===== config.mk =====
export PLATFORM = sky130hd
export DESIGN_NAME = amp_control_bit_decode
export DESIGN_NICKNAME = d
export VERILOG_FILES = /design/src/hw/amp_ctrl_pkg.sv /design/src/hw/turn_on_if.sv /design/src/hw/turn_on_seq.sv /design/src/hw/amp_control_bit_decode.sv
export SDC_FILE = /design/constraint.sdc
export NUM_CORES = 1
export LEC_CHECK = 0
export ABC_AREA = 0
export BUFFER_PORTS_ARGS = -buffer_cell sky130_fd_sc_hd__buf_2
export CAP_MARGIN = 20
export CORE_MARGIN = 5
export CORE_UTILIZATION = 58
export CTS_CLUSTER_DIAMETER = 40
export CTS_CLUSTER_SIZE = 20
export DETAILED_ROUTE_END_ITERATION = 16
export GPL_ROUTABILITY_DRIVEN = 1
export PLACE_DENSITY = 0.75
export SETUP_SLACK_MARGIN = 0.05
export SLEW_MARGIN = 30
export SYNTH_ARGS = -nofsm -noshare
export SYNTH_HDL_FRONTEND = slang
export SYNTH_SLANG_ARGS = --single-unit
export TNS_END_PERCENT = 5

===== constraint.sdc =====
create_clock -name sys_clk -period 2.38 [get_ports sys_clk]
set_clock_uncertainty 0.1 [all_clocks]
set_input_delay 0.238 -clock sys_clk [delete_from_list [all_inputs] [get_ports sys_clk]]
set_output_delay 0.238 -clock sys_clk [all_outputs]
set_load 0.02 [all_outputs]

===== src/hw/amp_ctrl_pkg.sv =====
package amp_ctrl_pkg;

   // ---------------------------------------------------------------
   // Clock and turn-on timing
   // ---------------------------------------------------------------
   localparam int CLK_PERIOD_NS = 25;
   // Turn-on time per nF of bias capacitor: 20 ms per 0.1 uF
   localparam int TON_NS_PER_NF = 200000;
   localparam int BYPASS_CAP_NF_DEF = 100;
   localparam int TON_CNT_W = 24;

   // ---------------------------------------------------------------
   // Control word layout and reset values
   // ---------------------------------------------------------------
   localparam int VOL_CODE_W = 5;
   localparam int ATTEN_W = 7;
   localparam logic CTRL_BIT_RST = 1'h0;
   localparam logic [VOL_CODE_W-1:0] VOL_CODE_RST = 5'h00;
   localparam logic [ATTEN_W-1:0] ATTEN_NONE = 7'h00;
   localparam logic [ATTEN_W-1:0] ATTEN_FLOOR = 7'h5A;
   localparam logic [VOL_CODE_W-1:0] VOL_CODE_MAX = 5'h1F;

   // Attenuation in dB (magnitude) per volume code, index 0 first
   localparam logic [ATTEN_W-1:0] VOL_ATTEN_DB [32] = '{
      7'h5A, 7'h5A, 7'h44, 7'h3F, 7'h39, 7'h33, 7'h2F, 7'h2D,
      7'h2A, 7'h27, 7'h24, 7'h22, 7'h20, 7'h1E, 7'h1C, 7'h1A,
      7'h18, 7'h16, 7'h14, 7'h12, 7'h10, 7'h0E, 7'h0C, 7'h0A,
      7'h08, 7'h06, 7'h05, 7'h04, 7'h03, 7'h02, 7'h01, 7'h00
   };

   typedef enum logic [1:0] {
      TON_IDLE,
      TON_RAMP,
      TON_RUN
   } ton_state_e;

endpackage


===== src/hw/turn_on_if.sv =====
`timescale 1ns/100ps
`default_nettype none

interface turn_on_if;
   logic run;
   logic ramping;
   logic ready;

   modport seq (
      input run,
      output ramping,
      output ready
   );

   modport ctl (
      output run,
      input ramping,
      input ready
   );
endinterface

`default_nettype wire


===== src/hw/turn_on_seq.sv =====
`timescale 1ns/100ps
`default_nettype none

module turn_on_seq
   import amp_ctrl_pkg::*;
#(
   parameter int TURN_ON_CYCLES = 800000
) (
   // Clock and reset
   input wire logic sys_clk,
   input wire logic rst_b,
   // Control side
   turn_on_if.seq ton
);

   // ---------------------------------------------------------------
   // Ramp timer
   // ---------------------------------------------------------------
   localparam logic [TON_CNT_W-1:0] TON_LAST = TON_CNT_W'(TURN_ON_CYCLES - 1);

   ton_state_e state_r;
   ton_state_e state_nxt;
   logic [TON_CNT_W-1:0] cnt_r;
   logic [TON_CNT_W-1:0] cnt_nxt;
   wire logic ramp_done;

   assign ramp_done = (cnt_r == TON_LAST);
   // Counter restarts on every entry, so a short shutdown still gets a full ramp
   assign cnt_nxt = (state_r == TON_RAMP) ? cnt_r + TON_CNT_W'(1) : '0;

   always_comb begin
      state_nxt = state_r;
      unique case (state_r)
         TON_IDLE: begin
            if (ton.run) begin
               state_nxt = TON_RAMP;
            end
         end
         TON_RAMP: begin
            if (!ton.run) begin
               state_nxt = TON_IDLE;
            end else if (ramp_done) begin
               state_nxt = TON_RUN;
            end
         end
         TON_RUN: begin
            if (!ton.run) begin
               state_nxt = TON_IDLE;
            end
         end
      endcase
   end

   always_ff @(posedge sys_clk or negedge rst_b) begin
      if (!rst_b) begin
         state_r <= TON_IDLE;
         cnt_r <= '0;
      end else begin
         state_r <= state_nxt;
         cnt_r <= cnt_nxt;
      end
   end

   assign ton.ramping = (state_r == TON_RAMP);
   assign ton.ready = (state_r == TON_RUN);

   // ---------------------------------------------------------------
   // Checks
   // ---------------------------------------------------------------
   ramp_length_a: assert property (@(posedge sys_clk) disable iff (!rst_b)
      (state_r == TON_RAMP && cnt_r == '0) ##1 (state_r == TON_RAMP)[*1]
      |-> (cnt_r == TON_CNT_W'(1)))
      else $error("turn-on counter did not advance");

endmodule

`default_nettype wire


===== src/hw/amp_control_bit_decode.sv =====
`timescale 1ns/100ps
`default_nettype none

module amp_control_bit_decode
   import amp_ctrl_pkg::*;
#(
   parameter int BYPASS_CAP_NF = BYPASS_CAP_NF_DEF,
   parameter int TURN_ON_CYCLES = (BYPASS_CAP_NF * TON_NS_PER_NF) / CLK_PERIOD_NS
) (
   // Clock and reset
   input wire logic sys_clk,
   input wire logic rst_b,
   // Control word from the serial loader
   input wire logic ctrl_load,
   input wire logic shutdown_ctrl_bit,
   input wire logic mute_ctrl_bit,
   input wire logic volume_mode_bit,
   input wire logic gain_select_bit,
   input wire logic [VOL_CODE_W-1:0] volume_code,
   // Alert level comparator pin
   input wire logic alert_above_half,
   // Decoded amplifier controls
   output logic bias_en,
   output logic unity_gain_hold,
   output logic fully_operational,
   output logic amp_out_en,
   output logic dock_out_en,
   output logic fixed_gain_mode,
   output logic gain_internal,
   output logic [ATTEN_W-1:0] atten_db
);

   // ---------------------------------------------------------------
   // Control bit storage
   // ---------------------------------------------------------------
   logic shutdown_ctrl_bit_r;
   logic mute_ctrl_bit_r;
   logic volume_mode_bit_r;
   logic gain_select_bit_r;
   logic [VOL_CODE_W-1:0] volume_code_r;

   always_ff @(posedge sys_clk or negedge rst_b) begin
      if (!rst_b) begin
         shutdown_ctrl_bit_r <= CTRL_BIT_RST;
         mute_ctrl_bit_r <= CTRL_BIT_RST;
         volume_mode_bit_r <= CTRL_BIT_RST;
         gain_select_bit_r <= CTRL_BIT_RST;
         volume_code_r <= VOL_CODE_RST;
      end else if (ctrl_load) begin
         shutdown_ctrl_bit_r <= shutdown_ctrl_bit;
         mute_ctrl_bit_r <= mute_ctrl_bit;
         volume_mode_bit_r <= volume_mode_bit;
         gain_select_bit_r <= gain_select_bit;
         volume_code_r <= volume_code;
      end
   end

   // ---------------------------------------------------------------
   // Alert pin synchroniser
   // ---------------------------------------------------------------
   logic alert_meta_r;
   logic alert_sync_r;

   always_ff @(posedge sys_clk or negedge rst_b) begin
      if (!rst_b) begin
         alert_meta_r <= 1'h0;
         alert_sync_r <= 1'h0;
      end else begin
         alert_meta_r <= alert_above_half;
         alert_sync_r <= alert_meta_r;
      end
   end

   // ---------------------------------------------------------------
   // Turn-on sequencer
   // ---------------------------------------------------------------
   turn_on_if ton ();

   assign ton.run = shutdown_ctrl_bit_r;

   turn_on_seq #(
      .TURN_ON_CYCLES(TURN_ON_CYCLES)
   ) u_turn_on (
      .sys_clk(sys_clk),
      .rst_b(rst_b),
      .ton(ton)
   );

   // ---------------------------------------------------------------
   // Decode
   // ---------------------------------------------------------------
   wire logic active;
   wire logic alert_hit;
   wire logic bias_nxt;
   wire logic amp_nxt;
   wire logic dock_nxt;
   wire logic fixed_nxt;
   wire logic gain_int_nxt;
   wire logic [ATTEN_W-1:0] atten_nxt;

   // Alert is honoured only out of shutdown; the host must not drive it earlier
   assign active = shutdown_ctrl_bit_r;
   assign alert_hit = active & alert_sync_r;
   assign bias_nxt = active;
   // Alert pin only enables the stage; audio still comes via the stereo inputs
   assign amp_nxt = active & (~mute_ctrl_bit_r | alert_hit);
   assign dock_nxt = active & ~mute_ctrl_bit_r;
   assign fixed_nxt = ~volume_mode_bit_r;
   assign gain_int_nxt = ~gain_select_bit_r;
   assign atten_nxt = (!active || !volume_mode_bit_r) ? ATTEN_NONE
                      : VOL_ATTEN_DB[volume_code_r];

   // ---------------------------------------------------------------
   // Output registers
   // ---------------------------------------------------------------
   logic bias_en_r;
   logic amp_out_en_r;
   logic dock_out_en_r;
   logic fixed_gain_mode_r;
   logic gain_internal_r;
   logic [ATTEN_W-1:0] atten_db_r;

   always_ff @(posedge sys_clk or negedge rst_b) begin
      if (!rst_b) begin
         bias_en_r <= 1'h0;
         amp_out_en_r <= 1'h0;
         dock_out_en_r <= 1'h0;
         fixed_gain_mode_r <= 1'h1;
         gain_internal_r <= 1'h1;
         atten_db_r <= ATTEN_NONE;
      end else begin
         bias_en_r <= bias_nxt;
         amp_out_en_r <= amp_nxt;
         dock_out_en_r <= dock_nxt;
         fixed_gain_mode_r <= fixed_nxt;
         gain_internal_r <= gain_int_nxt;
         atten_db_r <= atten_nxt;
      end
   end

   assign bias_en = bias_en_r;
   assign amp_out_en = amp_out_en_r;
   assign dock_out_en = dock_out_en_r;
   assign fixed_gain_mode = fixed_gain_mode_r;
   assign gain_internal = gain_internal_r;
   assign atten_db = atten_db_r;
   assign unity_gain_hold = ton.ramping;
   assign fully_operational = ton.ready;

   // ---------------------------------------------------------------
   // Checks
   // ---------------------------------------------------------------
   logic loaded_r;

   always_ff @(posedge sys_clk or negedge rst_b) begin
      if (!rst_b) begin
         loaded_r <= 1'h0;
      end else if (ctrl_load) begin
         loaded_r <= 1'h1;
      end
   end

   reset_shutdown_a: assert property (@(posedge sys_clk) disable iff (!rst_b)
      !loaded_r |-> (!bias_en && !amp_out_en && !dock_out_en && !fully_operational))
      else $error("device left shutdown before any load");

   shutdown_quiet_a: assert property (@(posedge sys_clk) disable iff (!rst_b)
      !shutdown_ctrl_bit_r |=> (!bias_en && !amp_out_en && !dock_out_en))
      else $error("output driven while shut down");

   bias_follow_a: assert property (@(posedge sys_clk) disable iff (!rst_b)
      (ctrl_load && shutdown_ctrl_bit && !shutdown_ctrl_bit_r) |=> ##1 bias_en)
      else $error("bias not enabled after leaving shutdown");

   fixed_gain_a: assert property (@(posedge sys_clk) disable iff (!rst_b)
      !volume_mode_bit_r |=> (atten_db == ATTEN_NONE && fixed_gain_mode))
      else $error("volume code affected fixed-gain mode");

   volume_map_a: assert property (@(posedge sys_clk) disable iff (!rst_b)
      (shutdown_ctrl_bit_r && volume_mode_bit_r && !ctrl_load)
      |=> (atten_db == VOL_ATTEN_DB[$past(volume_code_r)]))
      else $error("attenuation does not follow volume code");

   volume_ends_a: assert property (@(posedge sys_clk) disable iff (!rst_b)
      (shutdown_ctrl_bit_r && volume_mode_bit_r && volume_code_r == VOL_CODE_MAX)
      |=> (atten_db == ATTEN_NONE || $past(ctrl_load)))
      else $error("top volume code not 0 dB");

   volume_floor_a: assert property (@(posedge sys_clk) disable iff (!rst_b)
      (shutdown_ctrl_bit_r && volume_mode_bit_r && volume_code_r[VOL_CODE_W-1:1] == '0)
      |=> (atten_db == ATTEN_FLOOR))
      else $error("lowest volume codes not at the floor");

   mute_dock_a: assert property (@(posedge sys_clk) disable iff (!rst_b)
      mute_ctrl_bit_r |=> !dock_out_en)
      else $error("dock output live while muted");

   mute_amp_a: assert property (@(posedge sys_clk) disable iff (!rst_b)
      (mute_ctrl_bit_r && !alert_sync_r) |=> !amp_out_en)
      else $error("amplifier output live while muted");

   alert_override_a: assert property (@(posedge sys_clk) disable iff (!rst_b)
      (shutdown_ctrl_bit_r && mute_ctrl_bit_r && alert_sync_r) |=> amp_out_en)
      else $error("alert tone blocked by mute");

   alert_latency_a: assert property (@(posedge sys_clk) disable iff (!rst_b)
      // Pin seen on three edges is in the output register after the third; the check reads it one edge later
      (shutdown_ctrl_bit_r && alert_above_half && !ctrl_load)[*3] |=> amp_out_en)
      else $error("alert did not enable bridge outputs");

   ramp_unity_a: assert property (@(posedge sys_clk) disable iff (!rst_b)
      $rose(shutdown_ctrl_bit_r) |=> (unity_gain_hold && !fully_operational))
      else $error("turn-on skipped the unity-gain ramp");

   gain_select_a: assert property (@(posedge sys_clk) disable iff (!rst_b)
      gain_select_bit_r |=> !gain_internal)
      else $error("internal gain kept with external select");

endmodule

`default_nettype wire


==> results of run 1 <==
==> worst max-delay path: cells and delay by family, from the launching register on <==
kind             cells  cell delay, ps
AO/OA/AOI/OAI        1             170
flip-flops           1             460
AND/OR/NAND/NOR      3            1320
==> layer usage <==
| metal | wire (µm) | global-route usage (%) | vias up |
|---|---|---|---|
| met5 | 0 | 0 | - |
| li1 | - | - | 888 |
| met1 | 2230 | 25.3 | 866 |
| met4 | 48 | 5.73 | 0 |
| met3 | 175 | 4.94 | 4 |
| met2 | 2180 | 29.5 | 35 |
==> through the flow <==
step / cells / setup slack, ps / hold WS (ps)
after floorplan: 235 / 474 / -158
after global placement: 304 / 370 / 140
after detailed placement: 304 / 299 / 143
after CTS: 314 / 283 / 43.0
after global routing: 314 / 140 / 47.8
final: 314 / 262 / 50.8
==> what timing repair did <==
action,4_1_cts,5_1_grt
endpoints found under the hold margin,48,0
resized for setup,0,0
hold buffers,2,0
==> kinds of logic after synthesis <==
kind of cell / Yosys count / synth area share (%)
XOR/XNOR: 14 / 5.03
adder cells (fa/ha/maj): 11 / 5.64
multiplexers: 10 / 4.36
buffers and inverters: 20 / 3.85
AND/OR/NAND/NOR: 93 / 21.2
AO/OA/AOI/OAI: 38 / 9.59
flip-flops: 49 / 50.4
==> state kept, by name (all words and copies together) (netlist names) <==
register           count
atten_db               7
alert_meta_r           1
alert_sync_r           1
gain_internal          1
volume_mode_bit_r      1
bias_en                1
u_turn_on.cnt_r       24
amp_out_en             1
active                 1
gain_select_bit_r      1
dock_out_en            1
mute_ctrl_bit_r        1
volume_code_r          5
u_turn_on.state_r      2
fixed_gain_mode        1
==> area by class of cell <==
cell class,instances,area [µm²]
clock inverters,1,5.00
flip-flops and latches,49,1230
inverters,10,37.5
clock buffers,7,96.3
repair buffers,31,185
fillers,326,1300
well taps,50,62.6
multi-input cells,166,1120
==> cell usage in the layout, fill, tap and decap left out, types with 2 or more instances in the layout <==
cell,synthesis,routed
or4_1,3,3
nor3b_1,2,2
a21boi_0,2,2
dfstp_2,2,2
nor2b_1,3,3
buf_4,1,2
inv_1,10,10
dlygate4sd3_1,0,2
mux2i_1,5,5
nand4_1,11,11
a211oi_1,3,3
xnor2_1,3,3
nor3_1,2,2
xor2_1,11,11
o21ai_0,10,10
a211o_1,2,2
clkbuf_8,0,7
and4_1,4,4
nor4_1,4,4
or3_1,3,3
dfrtp_1,47,47
ha_1,11,11
a21oi_1,12,12
nand2b_1,6,6
nand2_1,17,17
nand3_1,6,6
o31ai_1,4,4
and2_1,2,2
mux2_2,5,5
nor2_1,23,23
buf_2,0,26
==> report_power, final <==
part	switching (W)	internal, W
clock network	0.000263	0.000263
logic	0.000236	0.000144
registers	0.0000608	0.000895
total	0.000559	0.00130
==> how the worst min path moves through the flow <==
stage                                  end  cells after the start  slack, ps
after global placement    volume_code_r[2]                      2        140
final                     volume_code_r[0]                      3         50
after CTS                 volume_code_r[0]                      3         40
after detailed placement  volume_code_r[2]                      2        140
after floorplan                     active                      0       -160
after global routing      volume_code_r[0]                      3         50
==> flow_metrics.env, run 1 <==
export IMPL_reg2reg_depth=4
export IMPL_clkSlewWorstSetupHoldPaths_ps=90
export IMPL_numCtsBuffers=5
export IMPL_synth_area_um2=2440
export IMPL_synth_cells=235
export IMPL_rr_endpoint="u_turn_on.cnt_r[21]"
export IMPL_drt_wl_total_um=4630
export IMPL_yosys_area_top_type="dfrtp_1"
export IMPL_synth_flop_cell="dfrtp_1"
export IMPL_initial_core_util_pct=60.6
export IMPL_synth_top_cell_area_share_pct=48.2
export IMPL_synth_area_leaders="dfrtp_1, ha_1, xor2_1, nor2_1, nand4_1"
export IMPL_postRouteAntennaNets=0
export IMPL_worstSetupEndpoint="u_turn_on.cnt_r[21]"
export IMPL_critPathLaunch="u_turn_on.cnt_r[5]"
export IMPL_rrSetupSlack_ps=260
export IMPL_wl_per_cell_um=14.8
export IMPL_route_vias_total=1793
export IMPL_critPathArrivalTime_ps=2240
export IMPL_grt_pass1_vias=1771
export IMPL_std_cell_rows=23
export IMPL_clock_path_buffers=2
export IMPL_grt_overflow_total=0
export IMPL_hold_start="volume_code[0]"
export IMPL_ios=27
export IMPL_gp_congestion=0.810
export IMPL_drt_pass1_iterations=4
export IMPL_clock_latency_ps=290
export IMPL_via_per_inst=5.71
export IMPL_diodes=0
export IMPL_cts_setup_buffers=0
export IMPL_root_buffer="clkbuf_8"
export IMPL_p_leak_nw=1.26
export IMPL_r2r_start="u_turn_on.cnt_r[5]"
export IMPL_cts_tree="built"
export IMPL_slew_viol_final=0
export IMPL_drc_errors=0
export IMPL_antenna_found_initial=0
export IMPL_crit_type="register to register"
export IMPL_io_buffers=26
export IMPL_utilization_pct=67.8
export IMPL_die_area_um2=5600
export IMPL_finalCritPeriodShare_pct=89.0
export IMPL_cp_max_fo=13
export IMPL_critical_path_max_stage_delay_ps=630
export IMPL_yosysWarnings=0
export IMPL_hold_path_class="primary input to register"
export IMPL_grt_pass1_wl_um=8100
export IMPL_die_y_um=74.9
export IMPL_power_w=0.00186
export IMPL_syn_to_final_growth_pct=12.0
export IMPL_clock_fmax_mhz=472
export IMPL_synth_distinct_cells=42
export IMPL_hpwl_um=3160
export IMPL_fin_tns_setup_ps=0
export IMPL_synth_most_common_cell="dfrtp_1"
export IMPL_grt_total_usage_pct=18.7
export IMPL_grt_max_degree=50
export IMPL_synth_net_count=259
export IMPL_final_layout_size_suffix_gt1_share_pct=18.9
export IMPL_ys_ff_latch=49
export IMPL_cp_cell_sequence="nand4_2 -> or4_4 -> or4_1 -> a21oi_1"
export IMPL_fin_nets=287
export IMPL_final_hold_viol_count=0
export IMPL_worstMarginPinSlew_ps=510
export IMPL_synth_edff_count=0
export IMPL_powerDensity_nw_per_um2=681
export IMPL_avgSynthCellArea_um2=10.4
export IMPL_peakVddDrop_mv=0.426
export IMPL_drtIter0Drc=115
export IMPL_synthArstFlopShare_pct=100
export IMPL_start_kind="register"
export IMPL_drv_cap=0
export IMPL_setup_viol=0
export IMPL_slew_headroom_pct=66.0
export IMPL_h_tree_depth=2
export IMPL_place_area_um2=2610
export IMPL_numClockSinks=49
export IMPL_slowest_stage="or4_4"
export IMPL_endpoint_kind="register"
export IMPL_stdcell_area_um2=2730
export IMPL_synth_common_cells="dfrtp_1, nor2_1, nand2_1"
export IMPL_fin_crit_ps=2120
export IMPL_core_area_um2=4030
export IMPL_die_w_um=74.9
export IMPL_rsz0062_at_grt="no"
export IMPL_seq_area_frac_synth_pct=50.4
export IMPL_required_ps=2500
export IMPL_outcome="finished, final reports clean"
Note: power is estimated with default switching activity, not from simulation.
==> run 2, diff against run 1 <==
- RECOVER_POWER: default -> 100
==> run 2 against run 1 <==
Against the previous run:
- critical path depth unchanged
- cell count unchanged
- worst hold slack is essentially flat
- sequential share of layout area increased by 0.88 points
- core utilization fell by 1.3 points
==> flow_metrics.env, run 2 (synthesis results as in run 1) <==
export IMPL_outcome="finished, final reports clean"
export IMPL_cts_tree="built"
export IMPL_core_area_um2=4030
export IMPL_crit_type="register to register"
export IMPL_diodes=0
export IMPL_grt_pass1_wl_um=8100
export IMPL_root_buffer="clkbuf_8"
export IMPL_reg2reg_depth=4
export IMPL_p_sw_share_pct=30.4
export IMPL_largest_register_ffs=24
export IMPL_clock_fmax_mhz=469
export IMPL_fin_nets=287
export IMPL_endpoint_kind="register"
export IMPL_final_common_cell="dfrtp_1"
export IMPL_syn_to_final_growth_pct=9.85
export IMPL_fin_crit_ps=2130
export IMPL_num_fill_cells=335
export IMPL_std_cell_rows=23
export IMPL_grt_total_usage_pct=18.7
export IMPL_final_layout_size_suffix_gt1_share_pct=12.1
export IMPL_grt_overflow_total=0
export IMPL_cp_max_fo=13
export IMPL_powerDensity_nw_per_um2=686
export IMPL_required_ps=2490
export IMPL_slew_headroom_pct=21.3
export IMPL_clock_latency_ps=290
export IMPL_antenna_found_initial=0
export IMPL_power_w=0.00184
export IMPL_worstMarginPinSlew_ps=1180
export IMPL_ios=27
export IMPL_cts_resized=0
export IMPL_io_buffers=26
export IMPL_holdWs_ps=50.7
export IMPL_critPathArrivalTime_ps=2240
export IMPL_finalCritPeriodShare_pct=89.5
export IMPL_drt_pass1_iterations=4
export IMPL_numCtsBuffers=5
export IMPL_drc_errors=0
export IMPL_fin_tns_setup_ps=0
export IMPL_initial_core_util_pct=60.6
export IMPL_clkSlewWorstSetupHoldPaths_ps=90
export IMPL_place_area_um2=2610
export IMPL_h_tree_depth=2
export IMPL_p_int_w=0.00128
export IMPL_die_y_um=74.9
export IMPL_grt_pass1_vias=1771
export IMPL_route_vias_total=1797
export IMPL_peakVddDrop_mv=0.418
export IMPL_hpwl_um=3160
export IMPL_p_leak_nw=1.19
export IMPL_p_switching_w=0.000560
export IMPL_mostFrequentLayoutCells="dfrtp_1, nor2_1, nand2_1"
export IMPL_drt_wl_total_um=4660
export IMPL_holdPathStages=3
export IMPL_postRouteAntennaNets=0
export IMPL_slew_viol_final=0
export IMPL_gp_congestion=0.810
export IMPL_stdcell_area_um2=2680
export IMPL_die_w_um=74.9
export IMPL_utilization_pct=66.5
export IMPL_wl_per_cell_um=14.8
export IMPL_via_per_inst=5.72
export IMPL_final_hold_viol_count=0
export IMPL_setup_viol=0
export IMPL_p_seq_share_pct=52.0
export IMPL_rsz0062_at_grt="no"
export IMPL_die_area_um2=5600
export IMPL_p_comb_share_pct=19.5
export IMPL_power_share_clock_pct=28.5
export IMPL_numClockSinks=49
export IMPL_hold_path_class="primary input to register"
export IMPL_regMostFlops="u_turn_on.cnt_r"
export IMPL_clock_path_buffers=2
export IMPL_drtIter0Drc=100
export IMPL_start_kind="register"
export IMPL_drv_cap=0
export IMPL_grt_max_degree=50
==> run 2: cell types whose count changed in the layout (fill, tap and decap cells not counted), sizes merged <==
| cell | change |
|---|---|
| clkbuf | +17 |
| buf | -17 |
==> run 2: power by group through the flow <==
stage | Clock (W) | Sequential (W) | Combinational, W
final | 0.000524 | 0.000957 | 0.000358
after global routing | 0.000577 | 0.000969 | 0.000414
after CTS | 0.000535 | 0.000956 | 0.000387
after detailed placement | 0 | 0.000972 | 0.000382
after global placement | 0 | 0.000969 | 0.000374
after floorplan | 0 | 0.000969 | 0.000261
==> run 2: timing repair <==
| action | CTS | global route |
|---|---|---|
| hold buffers | 2 | 0 |
| buffers inserted | 0 | 0 |
| endpoints found under the hold margin | 48 | 0 |
==> run 2: cell type report <==
cell class                 instances  area, µm²  area share (%)
tap                               50       62.6            2.33
inverter                          10       37.5            1.40
timing repair buffer              31        146            5.46
clock buffer                       7       96.3            3.59
clock inverter                     1       5.00           0.187
multi-input combinational        166       1100            41.2
sequential                        49       1230            45.8
==> run 2: metrics by stage <==
step | setup WS [ps] | instances
2_1_floorplan | 474 | 235
3_3_place_gp | 370 | 304
3_5_place_dp | 299 | 304
4_1_cts | 283 | 314
5_1_grt | 105 | 314
6_report | 249 | 314
==> run 2: critical path, stage by stage, from the launching register on <==
cell and delay (ps):
dfrtp_1 440, nand4_1 170, or4_4 640, or4_1 540, a21oi_1 170
==> run 2: worst paths after layout <==
| check | from | end | slack [ps] |
|---|---|---|---|
| worst max-delay path | u_turn_on.cnt_r[5] | u_turn_on.cnt_r[21] | 250 |
| worst min-delay path | volume_code[0] | volume_code_r[0] | 50 |
| worst max register to register | u_turn_on.cnt_r[5] | u_turn_on.cnt_r[21] | 250 |
| worst min register to register | gain_select_bit_r | gain_internal | 270 |
| max in group asynchronous | rst_b | u_turn_on.cnt_r[12] | 750 |
| min in group asynchronous | rst_b | volume_code_r[2] | 710 |
==> run 2: metal layers <==
layer	vias up	share of wire [%]	wire length (µm)	global-route usage (%)
met5	-	0	0	0
met4	0	1.0	48	5.73
met3	4	4.6	212	4.94
met2	42	48	2220	29.5
met1	861	47	2170	25.3
li1	890	-	-	-
